==> src/inc/serdes_pkg.sv <==
`default_nettype none
package serdes_pkg;

  // word and frame layout: start bit, ten data bits LSB first, stop bit
  localparam int WORD_W = 10;
  localparam logic [3:0] STOP_IDX = 4'hb;
  localparam logic [3:0] MID_IDX = 4'h6;
  localparam logic [9:0] TRAIN_WORD = 10'h3e0; // five ones, five zeros

  // reset values
  localparam logic LOCK_N_RST = 1'h1;
  localparam logic [9:0] WORD_RST = 10'h000;

  // reference clock watchdog: longest quiet time before it counts as absent
  localparam int CLK_PERIOD_PS = 4000;
  localparam int REF_TIMEOUT_NS = 400;
  localparam int REF_TIMEOUT_CYC = (REF_TIMEOUT_NS * 1000) / CLK_PERIOD_PS;

  typedef enum logic [1:0] {
    RX_HUNT = 2'b01,
    RX_FRAME = 2'b10
  } rx_state_type;

  // every pin that enters from outside the clock domain
  typedef struct packed {
    logic [9:0] tx_word;
    logic word_clk;
    logic tsel;
    logic [1:0] train;
    logic ser_en;
    logic tx_awake;
    logic rx_pos;
    logic rx_neg;
    logic ref_clk;
    logic rsel;
    logic ren;
    logic rx_awake;
  } pin_in_type;

  // receiver parallel outputs
  typedef struct packed {
    logic [9:0] word;
    logic lock_n;
    logic rclk;
  } rx_out_type;

endpackage : serdes_pkg
`default_nettype wire

==> src/rtl/embedded_clock_serdes_ctrl.sv <==
`timescale 1ns/1ps
`default_nettype none
module embedded_clock_serdes_ctrl
  import serdes_pkg::*;
#(
  parameter int BIT_CYCLES = 4,
  parameter int LOCK_FRAMES = 8
) (
  input wire logic clk_i,
  input wire logic reset_i,
  input wire logic [9:0] tx_word_i,
  input wire logic transmit_word_clock_i,
  input wire logic transmit_edge_select_i,
  input wire logic [1:0] training_request_i,
  input wire logic serial_output_enable_i,
  input wire logic tx_sleep_request_n_i,
  output logic serial_out_pos_o,
  output logic serial_out_neg_o,
  output logic serial_out_oe_n_o,
  input wire logic serial_in_pos_i,
  input wire logic serial_in_neg_i,
  input wire logic receiver_reference_clock_i,
  input wire logic rx_edge_select_i,
  input wire logic rx_output_enable_i,
  input wire logic rx_sleep_request_n_i,
  output var rx_out_type parallel_out_o,
  output logic rx_oe_n_o
);

  if (BIT_CYCLES < 2 || BIT_CYCLES > 16) begin : g_bad_bit
    $error("BIT_CYCLES must lie in 2..16");
  end
  if (LOCK_FRAMES < 1 || LOCK_FRAMES > 255) begin : g_bad_lock
    $error("LOCK_FRAMES must lie in 1..255");
  end

  localparam logic [3:0] LAST_PH = 4'(BIT_CYCLES - 1);
  localparam logic [3:0] HALF_PH = 4'(BIT_CYCLES / 2);
  localparam logic [7:0] LOCK_N = 8'(LOCK_FRAMES);
  localparam logic [7:0] REF_TO = 8'(REF_TIMEOUT_CYC);

  pin_in_type pin_raw, meta_r, s_r;
  logic word_clk_prev_r, tx_cap, train, tx_tick;
  logic [9:0] tx_word_r;
  logic [11:0] tx_frame_r;
  logic [3:0] tx_div_r, tx_idx_r;
  logic ser_bit_r;

  // gather pins, then two flip-flops before any logic looks at them
  assign pin_raw = '{tx_word: tx_word_i, word_clk: transmit_word_clock_i,
    tsel: transmit_edge_select_i, train: training_request_i,
    ser_en: serial_output_enable_i, tx_awake: tx_sleep_request_n_i,
    rx_pos: serial_in_pos_i, rx_neg: serial_in_neg_i,
    ref_clk: receiver_reference_clock_i, rsel: rx_edge_select_i,
    ren: rx_output_enable_i, rx_awake: rx_sleep_request_n_i};

  always_ff @(posedge clk_i or posedge reset_i) begin
    if (reset_i) begin
      meta_r <= '0;
      s_r <= '0;
    end else begin
      meta_r <= pin_raw;
      s_r <= meta_r;
    end
  end

  // ---------------- serializer ----------------
  // capture edge follows the edge select pin
  assign tx_cap = s_r.tsel ? (s_r.word_clk & ~word_clk_prev_r)
                           : (~s_r.word_clk & word_clk_prev_r);
  assign train = |s_r.train;
  assign tx_tick = (tx_div_r == LAST_PH);

  // input word register
  always_ff @(posedge clk_i or posedge reset_i) begin
    if (reset_i) begin
      word_clk_prev_r <= 1'h0;
      tx_word_r <= WORD_RST;
    end else begin
      word_clk_prev_r <= s_r.word_clk;
      if (s_r.tx_awake && tx_cap) begin
        tx_word_r <= s_r.tx_word;
      end
    end
  end

  // bit divider and frame shifter; sleep holds everything idle
  always_ff @(posedge clk_i or posedge reset_i) begin
    if (reset_i) begin
      tx_div_r <= 4'h0;
      tx_idx_r <= STOP_IDX;
      tx_frame_r <= 12'h000;
      ser_bit_r <= 1'h0;
    end else if (!s_r.tx_awake) begin
      tx_div_r <= 4'h0;
      tx_idx_r <= STOP_IDX;
      tx_frame_r <= 12'h000;
      ser_bit_r <= 1'h0;
    end else begin
      tx_div_r <= tx_tick ? 4'h0 : tx_div_r + 4'h1;
      if (tx_tick && tx_idx_r == STOP_IDX) begin
        tx_idx_r <= 4'h0;
        tx_frame_r <= {1'h0, train ? TRAIN_WORD : tx_word_r, 1'h1};
      end else if (tx_tick) begin
        tx_idx_r <= tx_idx_r + 4'h1;
      end
      ser_bit_r <= tx_frame_r[tx_idx_r];
    end
  end

  assign serial_out_pos_o = ser_bit_r;
  assign serial_out_neg_o = ~ser_bit_r;
  assign serial_out_oe_n_o = ~(s_r.ser_en & s_r.tx_awake);

  // ---------------- deserializer ----------------
  rx_state_type rx_state_r;
  logic rx_bit, rx_prev_r, rx_sample, frame_done, frame_good, ref_ok;
  logic [3:0] rx_ph_r, rx_idx_r;
  logic [11:0] rx_shift_r;
  logic [7:0] good_cnt_r, ref_cnt_r;
  logic ref_prev_r, lock_n_r, rclk_r;
  logic [9:0] word_r;

  assign rx_bit = s_r.rx_pos & ~s_r.rx_neg;
  assign rx_sample = (rx_state_r == RX_FRAME) && (rx_ph_r == HALF_PH);
  assign frame_done = rx_sample && (rx_idx_r == STOP_IDX);
  assign frame_good = rx_shift_r[0] & ~rx_bit;
  assign ref_ok = (ref_cnt_r < REF_TO);

  // reference clock watchdog: quiet cycles since its last edge
  always_ff @(posedge clk_i or posedge reset_i) begin
    if (reset_i) begin
      ref_prev_r <= 1'h0;
      ref_cnt_r <= REF_TO;
    end else begin
      ref_prev_r <= s_r.ref_clk;
      if (s_r.ref_clk != ref_prev_r) begin
        ref_cnt_r <= 8'h00;
      end else if (ref_cnt_r < REF_TO) begin
        ref_cnt_r <= ref_cnt_r + 8'h01;
      end
    end
  end

  // frame recovery: align on the stop-to-start edge, sample mid-bit
  always_ff @(posedge clk_i or posedge reset_i) begin
    if (reset_i) begin
      rx_state_r <= RX_HUNT;
      rx_prev_r <= 1'h0;
      rx_ph_r <= 4'h0;
      rx_idx_r <= 4'h0;
      rx_shift_r <= 12'h000;
    end else begin
      rx_prev_r <= rx_bit;
      case (rx_state_r)
        RX_HUNT: begin
          // the detect cycle is phase 0 of the start bit
          rx_ph_r <= 4'h1;
          rx_idx_r <= 4'h0;
          if (s_r.rx_awake && ref_ok && rx_bit && !rx_prev_r) begin
            rx_state_r <= RX_FRAME;
          end
        end
        RX_FRAME: begin
          rx_ph_r <= (rx_ph_r == LAST_PH) ? 4'h0 : rx_ph_r + 4'h1;
          if (rx_ph_r == LAST_PH) begin
            rx_idx_r <= rx_idx_r + 4'h1;
          end
          if (rx_sample) begin
            rx_shift_r[rx_idx_r] <= rx_bit;
          end
          if (frame_done || !s_r.rx_awake) begin
            rx_state_r <= RX_HUNT;
          end
        end
        default: rx_state_r <= RX_HUNT;
      endcase
    end
  end

  // lock: a run of good frames with a live reference; any fault drops it
  always_ff @(posedge clk_i or posedge reset_i) begin
    if (reset_i) begin
      good_cnt_r <= 8'h00;
      lock_n_r <= LOCK_N_RST;
    end else if (!s_r.rx_awake || !ref_ok) begin
      good_cnt_r <= 8'h00;
      lock_n_r <= 1'h1;
    end else if (frame_done && !frame_good) begin
      good_cnt_r <= 8'h00;
      lock_n_r <= 1'h1;
    end else if (frame_done) begin
      if (good_cnt_r < LOCK_N) begin
        good_cnt_r <= good_cnt_r + 8'h01;
      end
      if (good_cnt_r + 8'h01 >= LOCK_N) begin
        lock_n_r <= 1'h0;
      end
    end
  end

  // word and recovered clock: active edge falls mid-word, word changes
  // on the opposite edge so the strobe sees a settled value
  always_ff @(posedge clk_i or posedge reset_i) begin
    if (reset_i) begin
      word_r <= WORD_RST;
      rclk_r <= 1'h0;
    end else if (frame_done && frame_good) begin
      word_r <= rx_shift_r[10:1];
      rclk_r <= ~s_r.rsel;
    end else if (rx_sample && rx_idx_r == MID_IDX) begin
      rclk_r <= s_r.rsel;
    end
  end

  assign parallel_out_o = '{word: word_r, lock_n: lock_n_r, rclk: rclk_r};
  assign rx_oe_n_o = ~(s_r.ren & s_r.rx_awake);
endmodule : embedded_clock_serdes_ctrl
`default_nettype wire

==> config.mk <==
export PLATFORM = sky130hd
export DESIGN_NAME = embedded_clock_serdes_ctrl
export DESIGN_NICKNAME = d
export VERILOG_FILES = /design/src/inc/serdes_pkg.sv /design/src/rtl/embedded_clock_serdes_ctrl.sv
export SDC_FILE = /design/constraint.sdc
export NUM_CORES = 1
export LEC_CHECK = 0
export BUFFER_PORTS_ARGS = -buffer_cell sky130_fd_sc_hd__clkbuf_2
export CORE_ASPECT_RATIO = 2
export CORE_MARGIN = 5
export CORE_UTILIZATION = 55
export DETAILED_ROUTE_END_ITERATION = 10
export GPL_TIMING_DRIVEN = 1
export PLACE_DENSITY = 0.74
export SYNTH_ARGS = -nofsm -noshare
export SYNTH_HDL_FRONTEND = slang
export SYNTH_SLANG_ARGS = --single-unit
==> constraint.sdc <==
create_clock -name clk_i -period 4.9 [get_ports clk_i]
set_input_delay 0.98 -clock clk_i [delete_from_list [all_inputs] [get_ports clk_i]]
set_output_delay 0.98 -clock clk_i [all_outputs]
set_load 0.05 [all_outputs]
== After elaboration in Yosys (flattened, before gate mapping) ==
Index checks and enable logic that the tools add are counted.
Storage, ports and cells
  output and inout port bits: 16
  logic and storage cells: 144
  bits in registers: 128
  bits of input ports: 24
Cells by class
  reduce and logical (&&, ||, !) cells: 29
  multiplexer cells: 34
  equal/unequal tests: 14
  add/sub/neg operators: 6
  bitwise operators: 14
  $lt $le $gt $ge: 6
Operators with widths (number)
  $mux W8: 6
  $mux W4: 7
  $mux W12: 2
  $add A4 B1 Y4 const B: 4
  $add A8 B1 Y8 const B: 2
  $pmux W4 S2: 2
  $bwmux W12: 1
  $eq A4 B2 Y1 const B: 3
  $logic_and A1 B1 Y1: 11
  $lt A4 B5 Y1 const B: 2
  $mux W1: 10
  $mux W10: 1
  $reduce_and A2 Y1: 5
  $reduce_bool A3 Y1: 3
  $eq A4 B4 Y1 const B: 2
  $ge A8 B4 Y1 const B: 1
  $lt A8 B4 Y1 const B: 1
  $lt A8 B7 Y1 const B: 1
  $not A1 Y1: 8
  $and A1 B1 Y1: 6
  $ne A2 B1 Y1 const B: 3
  $reduce_bool A2 Y1: 3
  $bmux W1 S4: 1
  $demux W1 S4: 1
  other kinds (12): 17

== Longest topological paths before layout ==
Gate-level depths: netlist (run 1).
  depth in word-level cells: 8
  mapped depth: 7
  gate-level depth less buffers: 6

== Worst setup path after synthesis (run 1) ==
Ideal clock, no wire load.
  kind: register to output
  from: reg s_r[6] (netlist bit)
  to: out serial_out_oe_n_o
  arrival: 0.945 ns
  stages on the path, launching flop included: 3
  path buffers: 1
  data required time: 3.920 ns
  slack: 2.975 ns
  cell sequence: dfrtp_1 -> clkbuf_1 -> nand2_1
Between the ends
  word-level cells in the longest chain between the ends: 2
Ends and longest elaborated chain
  from (decl): RTL line embedded_clock_serdes_ctrl.sv:42  | pin_in_type pin_raw, meta_r, s_r;
  from (signal assigned): RTL line embedded_clock_serdes_ctrl.sv:63  | s_r <= meta_r;
  $and A1 B1 Y1: RTL line embedded_clock_serdes_ctrl.sv:113  | assign serial_out_oe_n_o = ~(s_r.ser_en & s_r.tx_awake);
  $not A1 Y1: RTL line embedded_clock_serdes_ctrl.sv:113
  to (decl): RTL line embedded_clock_serdes_ctrl.sv:19  | output logic serial_out_oe_n_o,
Every way passes these cells.

== Final worst setup path (run 1) ==
  from: reg rx_state_r[0]
  to: reg good_cnt_r[0]
Between the ends
  word-level cells in the longest chain between the ends: 6
  elaborated cells on any way between the ends: 9
  those cells by class: 1 x eq/ne; 2 x mux; 6 x reduce/logical
Ends and longest elaborated chain
  from (decl): RTL line embedded_clock_serdes_ctrl.sv:116  | rx_state_type rx_state_r;
  from (signal assigned): RTL line embedded_clock_serdes_ctrl.sv:148  | rx_state_r <= RX_HUNT;
  from (signal assigned): RTL line embedded_clock_serdes_ctrl.sv:161  | rx_state_r <= RX_FRAME;
  from (signal assigned): RTL line embedded_clock_serdes_ctrl.sv:173  | rx_state_r <= RX_HUNT;
  $eq A2 B2 Y1 (*): RTL line embedded_clock_serdes_ctrl.sv:125  | assign rx_sample = (rx_state_r == RX_FRAME) && (rx_ph_r == HALF_PH);
  $logic_and A1 B1 Y1 (*): RTL line embedded_clock_serdes_ctrl.sv:125
  $logic_and A1 B1 Y1 (*): RTL line embedded_clock_serdes_ctrl.sv:126  | assign frame_done = rx_sample && (rx_idx_r == STOP_IDX);
  $logic_and A1 B1 Y1: RTL line embedded_clock_serdes_ctrl.sv:189  | end else if (frame_done && !frame_good) begin
  $reduce_bool A3 Y1 (no line) or $mux W8 (tied branches)
  $reduce_and A2 Y1 (no line) or $mux W8 (tied branches)
  to (signal assigned): RTL line embedded_clock_serdes_ctrl.sv:194  | good_cnt_r <= good_cnt_r + 8'h01;
  to (decl): RTL line embedded_clock_serdes_ctrl.sv:120  | logic [7:0] good_cnt_r, ref_cnt_r;
Mark *: on every way between the ends. The rest lies on a longest branch, timed or not.
A chain may end at the register's enable or synchronous reset.

==> results of run 1 <==
worst max path at each step:
stage,start,end,slack (ps),depth (start not counted)
finish,rx_state_r[0],good_cnt_r[0],2670,6
global placement,rx_state_r[0],good_cnt_r[0],2780,6
global route,rx_state_r[0],good_cnt_r[0],2510,6
floorplan,reset_i,good_cnt_r[0],580,1
detailed placement,rx_state_r[0],good_cnt_r[0],2700,6
CTS,lock_n_r,parallel_out_o[1],2680,1
logic make-up after synthesis:
group                      Yosys count  share of synthesized area [%]
muxes                               39                          8.901
adders and majority gates           12                          2.943
and+or+nand+nor                    129                          14.96
AOI/OAI and AO/OA                   51                          7.234
xor gates and xnor gates            10                          1.717
DFF                                126                          61.99
buffers and inverters               24                          2.256
flip-flops by register name (all words and copies together), names as in the netlist, 8 cells and up:
name,flops
word_r,10
tx_frame_r,11
s_r,22
ref_cnt_r,8
meta_r,22
tx_word_r,10
rx_shift_r,11
good_cnt_r,8
per-layer routing:
| metal | up-vias | track usage, % | part of all wire, % |
|---|---|---|---|
| met2 | 59 | 34.09 | 59 |
| met5 | - | 0 | 0 |
| met1 | 1588 | 19.25 | 35 |
| met4 | 0 | 8.883 | 3.2 |
| met3 | 17 | 5.919 | 2.9 |
| li1 | 1482 | - | - |
worst register-to-register path, cell delays in order (launching register included):
cell and delay, ps:
dfstp_2 370, inv_1 80, ha_1 430, nor2b_1 370, and3_1 390, a21oi_1 180
mux2_2 300
power by group:
part	switching [W]	leakage, nW	internal (W)
registers	0.0000387	1.59	0.00110
clock network	0.000442	0.269	0.000748
logic	0.000107	0.880	0.0000702
stage by stage:
stage          std cells  instance area, um^2  power (W)  setup slack (ps)
4_1_cts              556                 5961   0.002539              2678
3_3_place_gp         524                 5384   0.001327              2782
3_5_place_dp         524                 5384   0.001337              2699
2_1_floorplan        391                 5102   0.001281             577.3
5_1_grt              556                 5961   0.002615              2514
6_report             556                 5961   0.002511              2670
cells in the final DEF (no fill, tap or decap), drive strengths merged, types with 8 or more instances in the layout:
| master | count |
|---|---|
| and2 | 9 |
| clkbuf | 58 |
| dfrtp | 118 |
| dfstp | 8 |
| ha | 12 |
| inv | 13 |
| mux2 | 31 |
| nand2 | 33 |
| nand3 | 13 |
| nor2 | 24 |
| nor3b | 8 |
| nor4 | 8 |
| o21ai | 12 |
layout make-up:
type / instances / area [um^2] / area share (%)
timing repair buffer: 42 / 217.7 / 3.652
sequential: 126 / 3163 / 53.06
inverter: 13 / 51.30 / 0.8606
multi-input combinational: 241 / 1824 / 30.60
tap: 102 / 127.6 / 2.141
clock buffer: 19 / 432.9 / 7.263
clock inverter: 13 / 143.9 / 2.414
==> results.sh, run 1 <==
export IMPL_clk_latency_ps=410
export IMPL_synth_edf_count=0
export IMPL_rows=49
export IMPL_cp_arrival_ps=2510
export IMPL_finalSetupViolCount=0
export IMPL_grt_max_degree=52
export IMPL_skew_ps=8.880
export IMPL_path_max_fanout=13
export IMPL_io_pins=40
export IMPL_cts_sinks=126
export IMPL_fin_crit_ps=2230
export IMPL_rr_endpoint="good_cnt_r[0]"
export IMPL_netlist_cell_type_count=61
export IMPL_ys_flop_type="dfrtp_1"
export IMPL_power_density_mw_per_mm2=421.2
export IMPL_yosys_area_top_type="dfrtp_1"
export IMPL_hold_path_depth=0
export IMPL_hold_start="meta_r[19]"
export IMPL_area_growth_pct=16.82
export IMPL_peakVddDrop_mv=0.3386
export IMPL_grtUsageTotal_pct=18.95
export IMPL_max_stage_delay_ps=430
export IMPL_slew_headroom_pct=54.64
export IMPL_drc=0
export IMPL_die_x_um=78.11
export IMPL_fin_crit_sh_pct=45.51
export IMPL_fin_util_pct=66.14
export IMPL_io_buffers=39
export IMPL_firstDrtPassIters=4
export IMPL_path_buf_inv=1
export IMPL_cts_resized=0
export IMPL_async_flop_share_pct=100.0
export IMPL_cp_end_kind="flop"
export IMPL_via_count=3146
export IMPL_grt_pass1_wl_um=16880
export IMPL_final_nets=477
export IMPL_reg2reg_depth=6
export IMPL_path_class="flop to flop"
export IMPL_seq_area_frac_synth_pct=61.99
export IMPL_hold_viol_final=0
export IMPL_worstPathCellList="inv_1 -> ha_1 -> nor2b_1 -> and3_1 -> a21oi_1 -> mux2_2"
export IMPL_dr_first_iter_drc_count=82
export IMPL_cts_htree_levels=4
export IMPL_slew_violations=0
export IMPL_mappedNetlistNets=427
export IMPL_synth_top_area_share_pct=57.87
export IMPL_cts_setup_buffers=0
export IMPL_place_gp_congestion=0.7987
export IMPL_cp_slowest_cell="ha_1"
export IMPL_status="completed"
export IMPL_clockBufferDepth=2
export IMPL_hpwl_um=6963
export IMPL_critPathLaunchType="flop"
export IMPL_rr_startpoint="rx_state_r[0]"
export IMPL_ys_warn_count=0
export IMPL_fin_tns_setup_ps=0
export IMPL_cts_buffers=17
export IMPL_antenna_found_initial=0
export IMPL_synth_area_top_cells="dfrtp_1 58%, mux2_2 6.8%, dfstp_2 4.1%"
export IMPL_required_ps=5180
export IMPL_hold_end="s_r[19]"
export IMPL_crit_family="simple AND/OR/NAND/NOR gates"
export IMPL_coreArea_mm2=0.009012
export IMPL_avgSynthCellArea_um2=13.05
export IMPL_routed_wl_um=9673
export IMPL_cap_violations=0
export IMPL_syn_inst=391
export IMPL_hold_ws_ps=346.8
export IMPL_rrSetupSlack_ps=2670
export IMPL_start_util_pct=56.62
export IMPL_grt_pass1_vias=3492
export IMPL_synth_most_common_cell="dfrtp_1"
export IMPL_fillers=657
export IMPL_hold_buffers=0
export IMPL_ant_nets=0
export IMPL_ys_ff_latch=126
export IMPL_overflow=0
export IMPL_hp_class="flop to flop"
export IMPL_via_per_inst=5.658
export IMPL_cts_root_buf="clkbuf_16"
export IMPL_fmax_mhz=448.4
export IMPL_wl_per_cell_um=17.40
export IMPL_clk_pin_slew_ps=50
export IMPL_p_leak_nw=2.741
export IMPL_die_h_um=146.2
export IMPL_rsz0062_at_grt="no"
export IMPL_layout_drive_gt1_share_pct=27.75
export IMPL_worstMarginPinSlew_ps=678.2
export IMPL_synthTopCellsByCount="118 x dfrtp_1, 33 x nand2_1, 31 x mux2_2"
export IMPL_synth_area_mm2=0.005102
export IMPL_diodes=0
export IMPL_floorplan_die_area_mm2=0.01142
export IMPL_cts_tree="built"
(Power assumes the default switching activity.)
==> run 2: changes to the inputs <==
--- a/config.mk
+++ b/config.mk
@@ -8,10 +8,10 @@
 export BUFFER_PORTS_ARGS = -buffer_cell sky130_fd_sc_hd__clkbuf_2
 export CORE_ASPECT_RATIO = 2
 export CORE_MARGIN = 5
-export CORE_UTILIZATION = 55
+export CORE_UTILIZATION = 53
 export DETAILED_ROUTE_END_ITERATION = 10
 export GPL_TIMING_DRIVEN = 1
-export PLACE_DENSITY = 0.74
+export PLACE_DENSITY = 0.75
 export SYNTH_ARGS = -nofsm -noshare
 export SYNTH_HDL_FRONTEND = slang
 export SYNTH_SLANG_ARGS = --single-unit
==> constraint.sdc (replaced) <==
create_clock -name clk_i -period 1.85 [get_ports clk_i]
set_input_delay 0.37 -clock clk_i [delete_from_list [all_inputs] [get_ports clk_i]]
set_output_delay 0.37 -clock clk_i [all_outputs]
set_load 0.05 [all_outputs]
==> results.sh, run 2 (same netlist as run 1, synthesis figures left out) <==
export IMPL_status="completed"
export IMPL_worstMarginPinSlew_ps=601.2
export IMPL_grt_util_met1_pct=17.48
export IMPL_rr_endpoint="rx_shift_r[7]"
export IMPL_skew_ps=7.598
export IMPL_internal_power_w=0.005204
export IMPL_fin_crit_ps=1816
export IMPL_cts_sinks=126
export IMPL_final_area_mm2=0.006252
export IMPL_final_nets=497
export IMPL_fin_tns_setup_ps=0
export IMPL_floorplan_die_area_mm2=0.01181
export IMPL_power_density_mw_per_mm2=1094
export IMPL_cap_violations=0
export IMPL_area_growth_pct=22.54
export IMPL_peakVddDrop_mv=0.9405
export IMPL_place_area_mm2=0.005545
export IMPL_combPwrFrac_pct=8.0
export IMPL_place_gp_congestion=0.8459
export IMPL_die_x_um=79.38
export IMPL_cts_buffers=17
export IMPL_fin_crit_sh_pct=98.15
export IMPL_rr_startpoint="rx_state_r[0]"
export IMPL_switchingPower_w=0.001635
export IMPL_hold_viol_final=0
export IMPL_io_pins=40
export IMPL_worstPathCellList="inv_1 -> ha_2 -> buf_6 -> nand4b_1 -> nor4b_2 -> mux2_2"
export IMPL_max_stage_delay_ps=380
export IMPL_cp_slowest_cell="dfstp_2"
export IMPL_cts_tree="built"
export IMPL_reg2reg_depth=6
export IMPL_netSwitchingFraction_pct=23.90
export IMPL_ant_nets=0
export IMPL_required_ps=2150
export IMPL_finalSetupViolCount=0
export IMPL_crit_family="simple AND/OR/NAND/NOR gates"
export IMPL_wl_per_cell_um=16.93
export IMPL_p_leak_nw=2.849
export IMPL_io_buffers=39
export IMPL_cts_htree_levels=4
export IMPL_cp_arrival_ps=2110
export IMPL_die_h_um=148.8
export IMPL_cp_depth=6
export IMPL_grt_pass1_wl_um=16210
export IMPL_grtUsageMet3_pct=5.502
export IMPL_layout_drive_gt1_share_pct=33.33
export IMPL_critPathLaunchType="flop"
export IMPL_cp_end_kind="flop"
export IMPL_firstDrtPassIters=4
export IMPL_rsz0062_at_grt="yes"
export IMPL_pwr_share_clk_pct=47.8
export IMPL_dr_first_iter_drc_count=128
export IMPL_path_max_fanout=11
export IMPL_reg_top3="meta_r x22, s_r x22"
export IMPL_grtUsageMet2_pct=33.49
export IMPL_final_cell_mix="118 x dfrtp_1, 39 x clkbuf_2, 33 x nand2_1"
export IMPL_diodes=0
export IMPL_path_class="flop to flop"
export IMPL_slew_violations=0
export IMPL_rows=50
export IMPL_fmax_mhz=550.7
export IMPL_clk_pin_slew_ps=60
export IMPL_cp_startpoint="rx_state_r[0]"
export IMPL_hpwl_um=6835
export IMPL_via_per_inst=5.609
export IMPL_clockBufferDepth=2
export IMPL_grtUsageTotal_pct=18.13
export IMPL_cp_endpoint="rx_shift_r[7]"
export IMPL_slew_headroom_pct=59.78
export IMPL_grt_busiest_layer="met2"
export IMPL_drc=0
export IMPL_overflow=0
export IMPL_fillers=673
export IMPL_start_util_pct=54.37
export IMPL_hold_buffers=0
export IMPL_layout_commonest_cell="dfrtp_1"
export IMPL_grt_max_degree=67
export IMPL_rrSetupSlack_ps=30
export IMPL_routed_wl_um=9788
export IMPL_antenna_found_initial=0
export IMPL_grt_pass1_vias=3554
export IMPL_path_buf_inv=2
export IMPL_p_seq_share_pct=44.2
export IMPL_cts_root_buf="clkbuf_16"
export IMPL_clk_latency_ps=410
export IMPL_coreArea_mm2=0.009384
export IMPL_hp_class="primary input to async pin"
export IMPL_via_count=3242
run 2: changes by cell type in the layout (fill, tap and decap cells not counted), sizes merged:
cell | previous run | this run
nor2 | 24 | 25
clkinvlp | 4 | 5
buf | 3 | 22
clkinv | 7 | 4
inv | 13 | 16
clkbuf | 58 | 57
run 2: worst min-delay path by stage:
stage                            from    endpoint  cells after the start
5_1_grt        transmit_edge_select_i  meta_r[10]                      1
4_1_cts                  tx_word_i[8]  meta_r[20]                      1
3_5_place_dp                meta_r[8]      s_r[8]                      0
3_3_place_gp                meta_r[0]      s_r[0]                      0
6_report                      reset_i  meta_r[18]                      3
2_1_floorplan               meta_r[0]      s_r[0]                      0
run 2: repair_timing:
item | CTS | global route
buffers inserted | 0 | 3
resized for setup | 0 | 18
hold endpoints to repair | 0 | 0
endpoints found under the setup margin | 0 | 25
run 2: final cells by class:
cell class | instances | area (um^2) | area share [%]
clock inverter | 14 | 156.4 | 2.501
sequential | 126 | 3163 | 50.59
tap | 104 | 130.1 | 2.081
multi-input combinational | 242 | 1909 | 30.54
inverter | 13 | 52.55 | 0.8405
clock buffer | 18 | 439.2 | 7.024
timing repair buffer | 61 | 401.6 | 6.424
run 2: metrics by stage:
stage / cells / total power, W / hold WS (ps) / util [%] / worst slack [ps]
floorplan: 391 / 0.003393 / 331.2 / - / -66.74
global placement: 542 / 0.003558 / 333.2 / 59.09 / 82.64
detailed placement: 542 / 0.003589 / 335.5 / 59.09 / 30.04
CTS: 574 / 0.006883 / 38.62 / 65.44 / 23.15
global route: 578 / 0.007125 / 43.07 / 66.63 / -53.28
finish: 578 / 0.006839 / 52.91 / 66.63 / 34.21
run 2: tightest hold or removal path, cell delays in order:
cell and delay (ps):
clkbuf_2 100, clkinvlp_4 100, buf_12 280
run 2: power by group through the flow:
stage / clock, W / combinational (W) / sequential, W
6_report: 0.00327 / 0.000546 / 0.00302
5_1_grt: 0.00347 / 0.000614 / 0.00304
4_1_cts: 0.00334 / 0.000528 / 0.00302
3_5_place_dp: 0 / 0.000523 / 0.00307
3_3_place_gp: 0 / 0.000499 / 0.00306
2_1_floorplan: 0 / 0.000351 / 0.00304
run 2: routing by layer:
layer | up-vias | wire (um)
met1 | 1624 | 3457
met4 | 0 | 310
li1 | 1526 | -
met5 | - | 0
met3 | 30 | 293
met2 | 62 | 5728
